--- config.mk ---
export PLATFORM = sky130hd
export DESIGN_NAME = loop_word_encoder
export DESIGN_NICKNAME = d
export VERILOG_FILES = /design/src/core/loop_word_encoder.v
export VERILOG_INCLUDE_DIRS = /design/src /design/src/pkg
export SDC_FILE = /design/constraint.sdc
export NUM_CORES = 1
export LEC_CHECK = 0
export BUFFER_PORTS_ARGS = -buffer_cell sky130_fd_sc_hd__buf_2
export CAP_MARGIN = 15
export CORE_MARGIN = 2
export CORE_UTILIZATION = 52
export CTS_BUF_LIST = sky130_fd_sc_hd__clkbuf_16
export DETAILED_ROUTE_END_ITERATION = 12
export PLACE_DENSITY = 0.74
export SETUP_SLACK_MARGIN = 0.5
export SLEW_MARGIN = 5
export SYNTH_ARGS = -nofsm -noshare
export SYNTH_HDL_FRONTEND = slang
export SYNTH_SLANG_ARGS = --single-unit
--- constraint.sdc ---
create_clock -name ref_clk -period 1.6 [get_ports ref_clk]
set_input_delay 0.24 -clock ref_clk [delete_from_list [all_inputs] [get_ports ref_clk]]
set_output_delay 0.24 -clock ref_clk [all_outputs]
set_load 0.02 [all_outputs]
--- src/pkg/loopback_defines.vh ---
// register map, field positions and timing constants of the loopback self-test block
//
// What this block does
// - control bit 3 picks bus A when 0, bus B when 1.
// - writing 1 to control bit 2 launches the configured loopback test.
// - launch bit only sets while the diagnostic mode pin is already high.
// - launch bit clears itself when the test finishes.
// - read-only bit 1 sets when the test finishes without error.
// - read-only bit 0 sets on Manchester, parity, sync or data mismatch error.
// - pass and fail flags clear when the launch bit gets set.
// - transmit and receive words clear on master reset, survive software reset.
// - address 0x001F is transmit word in test mode, else alternate BIT word.
// - address 0x0002 is receive word in test mode, else current command.
// - test sends the transmit word and stores the word received back.
// - current command is meaningless after test mode until the next valid command.
// - bit 5 low is digital loopback off the bus, high drives the bus.
// - bit 4 high sends command sync, low sends data sync.
`ifndef LOOPBACK_DEFINES_VH
`define LOOPBACK_DEFINES_VH

// ==========================================================================
// register offsets and reset values
`define LB_REG_RX        16'h0002
`define LB_REG_TX        16'h001F
`define LB_REG_CTRL      16'h0028
`define LB_CTRL_RST      16'h0000
`define LB_WORD_RST      16'h0000

// ==========================================================================
// control register fields
`define LB_FAIL_BIT      0
`define LB_PASS_BIT      1
`define LB_LAUNCH_BIT    2
`define LB_BUS_BIT       3
`define LB_SYNC_BIT      4
`define LB_ANALOG_BIT    5

// ==========================================================================
// word framing: 6 sync half-bits, 16 data bits and parity as half-bit pairs
`define LB_WORD_HALVES   40
`define LB_SYNC_CMD      6'h38
`define LB_SYNC_DATA     6'h07

// ==========================================================================
// timing
`define LB_CLK_NS        8
`define LB_HALF_BIT_NS   500
`define LB_HALF_BIT_CYC  (`LB_HALF_BIT_NS / `LB_CLK_NS)
`define LB_HALF_MID_CYC  (`LB_HALF_BIT_CYC / 2)

`endif

--- src/core/loop_word_encoder.v ---
// Manchester encoder that serialises one loopback word as a half-bit stream
`timescale 1ns/1ns
`include "loopback_defines.vh"

module loop_word_encoder (
  // clock and reset
  input  wire        ref_clk,
  input  wire        rst_n,
  input  wire        abort,
  // request
  input  wire        start,
  input  wire [15:0] tx_word,
  input  wire        cmd_sync,
  // serial stream and timing
  output wire        line,
  output reg         active_r,
  output reg         mid_stb_r,
  output reg         done_r
);

  // integer forms first so each narrowing below is an explicit part-select
  localparam integer HALF_LAST_N = `LB_HALF_BIT_CYC - 1;
  localparam integer HALF_MID_N  = `LB_HALF_MID_CYC;
  localparam integer LAST_IDX_N  = `LB_WORD_HALVES - 1;
  localparam [6:0]   HALF_LAST   = HALF_LAST_N[6:0];
  localparam [6:0]   HALF_MID    = HALF_MID_N[6:0];
  localparam [5:0]   LAST_IDX    = LAST_IDX_N[5:0];

  reg  [39:0] pat_r;
  reg  [6:0]  cnt_r;
  reg  [5:0]  left_r;
  wire [33:0] body;
  wire        parity;

  // ==========================================================================
  // frame build: each data bit and the odd parity bit become a half-bit pair
  assign parity = ~^tx_word;
  genvar g;
  generate
    for (g = 0; g < 16; g = g + 1) begin : g_bit
      assign body[2*g+3:2*g+2] = tx_word[g] ? 2'b10 : 2'b01;
    end
  endgenerate
  assign body[1:0] = parity ? 2'b10 : 2'b01;

  assign line = pat_r[39] & active_r;

  // ==========================================================================
  // shifter
  always @(posedge ref_clk) begin
    if (!rst_n || abort) begin
      pat_r     <= 40'h0000000000;
      cnt_r     <= 7'h00;
      left_r    <= 6'h00;
      active_r  <= 1'b0;
      mid_stb_r <= 1'b0;
      done_r    <= 1'b0;
    end else begin
      done_r    <= 1'b0;
      mid_stb_r <= active_r && (cnt_r == HALF_MID);
      if (start && !active_r) begin
        pat_r    <= {(cmd_sync ? `LB_SYNC_CMD : `LB_SYNC_DATA), body};
        cnt_r    <= 7'h00;
        left_r   <= LAST_IDX;
        active_r <= 1'b1;
      end else if (active_r) begin
        if (cnt_r == HALF_LAST) begin
          cnt_r <= 7'h00;
          if (left_r == 6'h00) begin
            active_r <= 1'b0;
            done_r   <= 1'b1;
          end else begin
            left_r <= left_r - 6'h01;
            pat_r  <= {pat_r[38:0], 1'b0};
          end
        end else begin
          cnt_r <= cnt_r + 7'h01;
        end
      end
    end
  end

endmodule // loop_word_encoder

==> results of run 1 <==
sequential cells by signal (all words and copies together) (netlist names):
signal / count
pat_r: 40
cnt_r: 7
left_r: 6
active_r: 1
done_r: 1
mid_stb_r: 1
per-layer routing:
metal  routed length [um]  vias to the layer above  share of wire
met5                    0                        -              0
met4                   83                        0          0.013
met3                  260                        9          0.039
met2                 3440                       49           0.52
met1                 2850                     1166           0.43
li1                     -                     1173              -
logic make-up after synthesis:
group,share of synthesized area
adder cells (fa/ha/maj),0.0196
buffers and inverters,0.0518
AND/OR/NAND/NOR,0.192
flip-flops,0.438
XOR/XNOR,0.0787
multiplexers,0.00831
AO/OA/AOI/OAI,0.212
critical path: cells and delay by family (launching register included):
kind,cells,cell delay (ps)
AO/OA/AOI/OAI,3,430
AND/OR/NAND/NOR,1,420
multiplexers,1,340
flip-flops,1,310
cell type report:
class | instances | area, um2
inverter | 3 | 11.3
clock buffer | 5 | 125
timing repair buffer | 72 | 644
multi-input combinational | 226 | 1530
sequential | 56 | 1130
tap | 67 | 83.8
fill | 328 | 1140
clock inverter | 3 | 63.8
cells in the final DEF, fill, tap and decap left out, types with 3 or more instances in the layout:
| cell type | synthesis | routed |
|---|---|---|
| nand2_1 | 71 | 62 |
| dfxtp_1 | 56 | 49 |
| buf_4 | 5 | 25 |
| a21oi_1 | 32 | 24 |
| buf_2 | 1 | 22 |
| xnor2_1 | 18 | 18 |
| buf_6 | 2 | 17 |
| nor2_1 | 18 | 15 |
| a31oi_1 | 14 | 14 |
| o21ai_0 | 15 | 13 |
| o211ai_1 | 11 | 11 |
| a21oi_2 | 0 | 8 |
| nand2_2 | 1 | 8 |
| clkbuf_16 | 0 | 6 |
| dfxtp_2 | 0 | 6 |
| xor2_1 | 5 | 5 |
| buf_12 | 0 | 5 |
| a221oi_2 | 2 | 3 |
| nor2_4 | 1 | 3 |
| nand4_1 | 3 | 3 |
through the flow:
stage               instance area [um2]  TNS [ps]  hold slack, ps  worst slack (ps)  std cells
global placement                   2960     -29.1             438             -14.8        408
floorplan                          2610         0             351              32.8        308
finish                             3590     -65.7             194             -28.8        432
CTS                                3430    -0.647             207            -0.647        426
detailed placement                 2960      -187             445             -64.2        408
global route                       3590     -1660             196             -78.3        432
what timing repair did:
action	in CTS	in global routing
pin swaps	29	27
endpoints found under the setup margin	57	57
cloned	0	1
buffers inserted	10	5
gates resized for setup	48	22
power breakdown:
part	switching (mW)	internal [mW]	total, mW
Sequential	0.0353	1.45	1.48
Combinational	0.232	0.195	0.427
Clock	0.484	0.891	1.38
Total	0.752	2.53	3.29
final timing paths:
path | startpoint | endpoint | slack (ps) | cells after the start
worst max-delay path | left_r[4] | pat_r[1] | -30 | 5
worst min-delay path | tx_word[10] | pat_r[22] | 190 | 2
worst max register to register | left_r[4] | pat_r[1] | -30 | 5
worst min register to register | pat_r[36] | pat_r[37] | 450 | 2
==> results.ini, run 1 <==
[sta]
fin_crit_ps=1630
clock.fmax_ghz=0.614
slew_viol_final=0
tightest_slew_ps=665
max_slew_margin=0.557
skew_ps=7.57
finalCritPeriodShare=1.02
setup_ws_ps=-28.8
setup_violations=6
rsz0062_at_grt=yes
hold_viol=0

[final_layout]
final_util=0.759
syn2layout_area_growth_pct=40.1
fin_nets=389
antenna_cells=0
final_layout_size_suffix_gt1_frac=0.375

[clock_network]
clockBufferDepth=2
insertion_delay_ps=290
cts.root.buffer_cell=clkbuf_16
cts.hold.buffers_added=0
cts_inserted_buffers=5
cts_tree=yes
htreeDepth=2
numClockSinks=56
clk_pin_slew_ps=70

[worst_setup_path]
cpPeakStageDelay_ps=420
endpoint_kind=flop
crit_arrival_ps=1810
worstPathCellList=or3_4 > o211ai_4 > mux2_4 > o21ai_2 > a21oi_1
slowest_stage=or3_4
start_kind=flop
crit_type=reg2reg
crit_path_max_fanout=4
cp.required_ps=1780

[floorplan]
die_w_um=74.2
initial_utilization=0.542
io_pins=25
rows=25
dieHeight_um=74.2
dieArea_mm2=0.00550
coreArea_mm2=0.00472

[global_route]
grt_util_met3=0.0434
met2_usage=0.436
grt_max_degree=27
grt-busiest-layer=met2
grt_pass1_vias=2326
grt_antenna_before_repair=0
grt_pass1_wl_um=10300
overflow=0
grt_util_met1=0.290
track_usage=0.244

[synthesis]
yosysMostFrequentCell=nand2_1
synth_top_cell_by_area=dfxtp_1
ys_ff_latch=56
avgSynthCellArea_um2=8.31
yosysTopAreaCellShare=0.438
ys_top_cells_by_area=dfxtp_1 44%, nand2_1 10%, a21oi_1 6.3%
synth_common_cells=71 x nand2_1, 56 x dfxtp_1, 32 x a21oi_1, 18 x nor2_1, 18 x xnor2_1
synthDistinctLibCells=42
syn_area_mm2=0.00256
synth_edf_count=0
yosysWarnings=0
ys.flop_type=dfxtp_1
yosysSeqAreaShare=0.438
syn_inst=308
syn_nets=333
async_reset_ff_frac=0

[route]
drtAntennaViolNets=0
drcViolationCount=0
viasPerCell=5.55
wl_per_cell_um=15.4
num_vias=2397
drt_iter0_drc=116
detail_route.wirelength_um=6630
dr.pass1.iters=4

[pwr]
leakagePower_nw=1.34
finalPower_mw=3.29
ir_drop_v=0.000766
p_per_area_mw_per_mm2=916

[placed_design]
dp.final_hpwl_um=3830
place.port_buffers=24
gp_congestion=0.823

[run]
cap_viol_max_count=0

[run_status]
failed_checks=negative setup slack
status=finished, violations left

[worst_hold_path]
hp-class=in2reg

Note: power is estimated with default switching activity, not from simulation.
==> run 2, diff against run 1 <==
Settings changed: BUFFER_PORTS_ARGS -buffer_cell sky130_fd_sc_hd__buf_2 to default, CORE_UTILIZATION 52 to 56, CTS_BUF_LIST sky130_fd_sc_hd__clkbuf_16 to default, DONT_BUFFER_PORTS from default to 1.
==> run 2 against run 1 <==
Effect of this change: the flow still finishes with violations (negative setup slack); clock-buffer cell count is 1 higher; via count is 3.7% lower; wire length is 4.7% lower; final cell count is 9.0% lower; core utilization is 1.9 points higher; worst hold slack worse by 100 ps; sequential share of layout area is 1.7 points higher; largest cell class unchanged; first-iteration DRC count is 29% higher; worst setup slack worse by 58 ps; highest routed layer unchanged; total power is 18% lower; sequential power hardly changed; sequential cell count stayed put.
==> results.ini, run 2 (synthesis results as in run 1) <==
[pwr]
p_comb_frac=0.145
power_switching_mw=0.716
p_per_area_mw_per_mm2=792
leakagePower_nw=1.33
swShare=0.265
finalPower_mw=2.70
p_int_mw=1.99
ir_drop_v=0.000867
seq_power_share=0.550
clkPwrFrac=0.305

[sta]
tightest_slew_ps=688
setup_violations=6
tns_ps=-261
whs_ps=91.2
setup_ws_ps=-86.5
max_slew_margin=0.541
fin_crit_ps=1690
rsz0062_at_grt=yes
skew_ps=3.96
finalCritPeriodShare=1.05
hold_viol=0
slew_viol_final=0
clock.fmax_ghz=0.593

[final_layout]
layoutNonFillerInstCount=393
antenna_cells=0
reg_top3=pat_r (40), cnt_r (7), left_r (6)
multi_input_area_mm2=0.00161
register_area_mm2=0.00113
fillCellCount=276
final_common_cell=dfxtp_1
final_util=0.778
final_cell_mix=48 x dfxtp_1, 45 x nand2_1, 26 x buf_4
final_layout_size_suffix_gt1_frac=0.390
fin_area_mm2=0.00341
fin_nets=365
largest_reg_flops=40
regMostFlops=pat_r
syn2layout_area_growth_pct=33.3

[route]
wl_per_cell_um=16.1
detail_route.wirelength_um=6320
drt_iter0_drc=150
num_vias=2308
drcViolationCount=0
viasPerCell=5.87
drtAntennaViolNets=0
dr.pass1.iters=4

[worst_setup_path]
crit_arrival_ps=1910
cp.required_ps=1820
crit_type=reg2reg
crit_path_max_fanout=5
endpoint_kind=flop
crit_start=left_r[3]
r2r_start=left_r[3]
start_kind=flop
r2r_cells=6
r2r-end=pat_r[14]
r2r_setup_slack_ps=-90

[floorplan]
dieHeight_um=71.6
coreArea_mm2=0.00438
die_w_um=71.6
rows=24
dieArea_mm2=0.00513
initial_utilization=0.584
io_pins=25

[clock_network]
clockBufferDepth=2
clk_pin_slew_ps=100
htreeDepth=2
insertion_delay_ps=310
numClockSinks=56
cts_tree=yes
cts_inserted_buffers=5
cts.root.buffer_cell=clkbuf_8

[placed_design]
place_area_mm2=0.00286
dp.cells=373
dp.final_hpwl_um=3760
place.port_buffers=0
gp_congestion=0.780
dpl_worst_slack_ps=-72.8

[worst_hold_path]
hp-class=in2reg
hold_end=pat_r[20]
holdPathStages=3
min_from=tx_word[9]

[global_route]
met2_usage=0.397
grt_pass1_wl_um=9690
grt_pass1_vias=2152
track_usage=0.239
overflow=0
grt-busiest-layer=met2
grt_antenna_before_repair=0
grt_max_degree=41
grt_util_met3=0.0605
grt_util_met1=0.295

[run_status]
failed_checks=negative setup slack
status=finished, violations left

[run]
cap_viol_max_count=0

==> run 2: cell types whose count changed in the layout (fill, tap and decap cells not counted), moves of 5 or more <==
| cell | delta |
|---|---|
| buf_2 | -22 |
| nand2_1 | -17 |
| nand2_4 | +9 |
| nand2_2 | +8 |
| clkbuf_8 | +6 |
| clkbuf_16 | -5 |
==> run 2: power groups by stage <==
| stage | combinational, mW | clock, mW | sequential, mW |
|---|---|---|---|
| finish | 0.392 | 0.823 | 1.49 |
| global route | 0.428 | 0.901 | 1.49 |
| CTS | 0.361 | 0.834 | 1.48 |
| detailed placement | 0.337 | 0 | 1.51 |
| global placement | 0.331 | 0 | 1.51 |
| floorplan | 0.252 | 0 | 1.51 |
==> run 2: worst max path at each step <==
stage | end | depth (start not counted) | slack, ps
6_report | pat_r[14] | 6 | -90
5_1_grt | pat_r[14] | 6 | -100
4_1_cts | pat_r[28] | 5 | -10
3_5_place_dp | pat_r[5] | 8 | -70
3_3_place_gp | pat_r[18] | 5 | -20
2_1_floorplan | left_r[4] | 7 | 30
==> run 2: layout make-up <==
class / count / share of cell area
clock buffers: 6 / 0.0242
clock inverters: 2 / 0.00403
inverters: 3 / 0.00330
multi-input cells: 226 / 0.471
flip-flops and latches: 56 / 0.332
well taps: 52 / 0.0191
repair buffers: 48 / 0.146
==> run 2: worst max-delay path, stage by stage (launching register included) <==
cell and delay, ps:
dfxtp_2 330, or3_4 410, o211ai_4 290, buf_4 170, buf_6 90, o211ai_1 90, a21oi_1 210
==> run 2: timing repair <==
| action | CTS | global route |
|---|---|---|
| setup buffers | 4 | 5 |
| gates cloned | 0 | 2 |
| hold buffers | 0 | 1 |
| setup endpoints to repair | 57 | 57 |
| pin swaps | 18 | 37 |
| endpoints found under the hold margin | 0 | 1 |
| gates resized for setup | 40 | 54 |
==> run 2: per-layer routing <==
layer,vias up,wire (um)
met5,-,0
met4,0,104
met3,9,295
met2,65,3160
met1,1103,2760
li1,1131,-
==> run 3, diff against run 2 <==
Settings changed: PLACE_DENSITY 0.74 to 0.84.
==> run 3 against run 2 <==
Effect of this change: the flow still finishes with violations (negative setup slack); wire length grew 9.3%; final cell count up 0.25%; clock skew shrank 0.81 ps; first-iteration DRC count up 12%.
==> results.ini, run 3 (synthesis results as in run 1) <==
[clock_network]
numClockSinks=56
htreeDepth=2
cts.root.buffer_cell=clkbuf_8
insertion_delay_ps=310
clk_pin_slew_ps=90
clockBufferDepth=2
cts_inserted_buffers=5
cts_tree=yes

[global_route]
overflow=0
grt_antenna_before_repair=0
grt_max_degree=42
grt_pass1_wl_um=10800
track_usage=0.263
grt_pass1_vias=2307

[final_layout]
regMostFlops=pat_r
fillCellCount=283
multi_input_area_mm2=0.00156
fin_nets=366
fin_area_mm2=0.00339
antenna_cells=0
syn2layout_area_growth_pct=32.6
register_area_mm2=0.00113
final_common_cell=nand2_1
reg_top3=pat_r (40), cnt_r (7), left_r (6)
final_layout_size_suffix_gt1_frac=0.336
final_cell_mix=54 x nand2_1, 50 x dfxtp_1, 25 x buf_4
largest_reg_flops=40

[run_status]
failed_checks=negative setup slack
status=finished, violations left

[worst_setup_path]
crit_arrival_ps=1870
slowest_stage=dfxtp_2
crit_path_max_fanout=9
start_kind=flop
worstPathCellList=inv_1 > ha_1 > and3_4 > buf_6 > o211ai_4 > buf_4 > buf_8 > a21oi_2 > a21oi_2
r2r_start=cnt_r[1]
r2r_cells=9
crit_type=reg2reg
cp.required_ps=1780
r2r-end=pat_r[37]
crit_top_cell=a21oi_2
endpoint=pat_r[37]
r2r_setup_slack_ps=-80
cpPeakStageDelay_ps=330
endpoint_kind=flop
crit_start=cnt_r[1]

[route]
detail_route.wirelength_um=6910
drtAntennaViolNets=0
num_vias=2419
viasPerCell=6.14
wl_per_cell_um=17.5
drcViolationCount=0
dr.pass1.iters=5
drt_iter0_drc=168

[sta]
setup_violations=28
max_slew_margin=0.652
hold_viol=0
clock.fmax_ghz=0.593
skew_ps=3.15
finalCritPeriodShare=1.05
tightest_slew_ps=516
fin_crit_ps=1680
slew_viol_final=0
setup_ws_ps=-84.9
rsz0062_at_grt=yes

[floorplan]
io_pins=25
rows=24
initial_utilization=0.584
coreArea_mm2=0.00438
dieHeight_um=71.6
die_w_um=71.6
dieArea_mm2=0.00513

[placed_design]
place_area_mm2=0.00285
gp_congestion=0.798
place.port_buffers=0
dp.final_hpwl_um=3720

[worst_hold_path]
hp-class=in2reg
holdPathStages=3

[pwr]
leakagePower_nw=1.23
ir_drop_v=0.000748
finalPower_mw=2.69
p_per_area_mw_per_mm2=792

[run]
cap_viol_max_count=0

run 3: cell type report:
cell class                      instances  share of cell area
Clock buffer                            8              0.0265
Inverter                                3             0.00332
Multi-Input combinational cell        226               0.459
Sequential cell                        56               0.333
Tap cell                               52              0.0192
Timing Repair Buffer                   49               0.158
run 3: worst max-delay path, delay by kind of cell (launching register included):
| family | cells | cell delay (ps) |
|---|---|---|
| buf+inv | 4 | 480 |
| compound gates | 3 | 410 |
| flops | 1 | 330 |
| simple gates | 1 | 210 |
| fa+ha+maj | 1 | 140 |
run 3: layer usage:
metal,vias to the layer above,global-route usage,part of all wire
li1,1137,-,-
met1,1159,0.334,0.40
met2,110,0.440,0.52
met3,13,0.0577,0.064
met4,0,0.0985,0.020
met5,-,0,0
run 3: worst min path at each step:
stage	from	to	slack, ps
final	tx_word[11]	pat_r[24]	90
after global routing	tx_word[11]	pat_r[24]	80
after CTS	tx_word[10]	pat_r[22]	20
after detailed placement	tx_word[10]	pat_r[22]	350
after global placement	tx_word[10]	pat_r[22]	350
after floorplan	tx_word[10]	pat_r[22]	350
run 3: report_power, final:
group | leakage [nW] | internal [mW] | switching [mW]
Clock | 0.0455 | 0.354 | 0.430
Combinational | 0.721 | 0.194 | 0.224
Sequential | 0.460 | 1.45 | 0.0397
Total | 1.23 | 2.00 | 0.694
run 3: what timing repair did:
item	4_1_cts	5_1_grt
gates resized for setup	46	29
gates cloned	1	1
hold buffers	0	1
endpoints found under the setup margin	57	57
hold endpoints to repair	0	1
pin swaps	28	17
setup buffers	7	5
run 3: per-stage QoR:
stage / instances / utilization / hold slack (ps) / setup TNS [ps] / setup WS, ps
finish: 394 / 0.774 / 89.3 / -889 / -84.9
global route: 394 / 0.774 / 79.7 / -3650 / -134
CTS: 387 / 0.732 / 22.8 / -144 / -22.2
detailed placement: 371 / 0.651 / 353 / -1060 / -66.7
global placement: 371 / 0.651 / 352 / -142 / -32.9
floorplan: 308 / - / 351 / 0 / 32.8
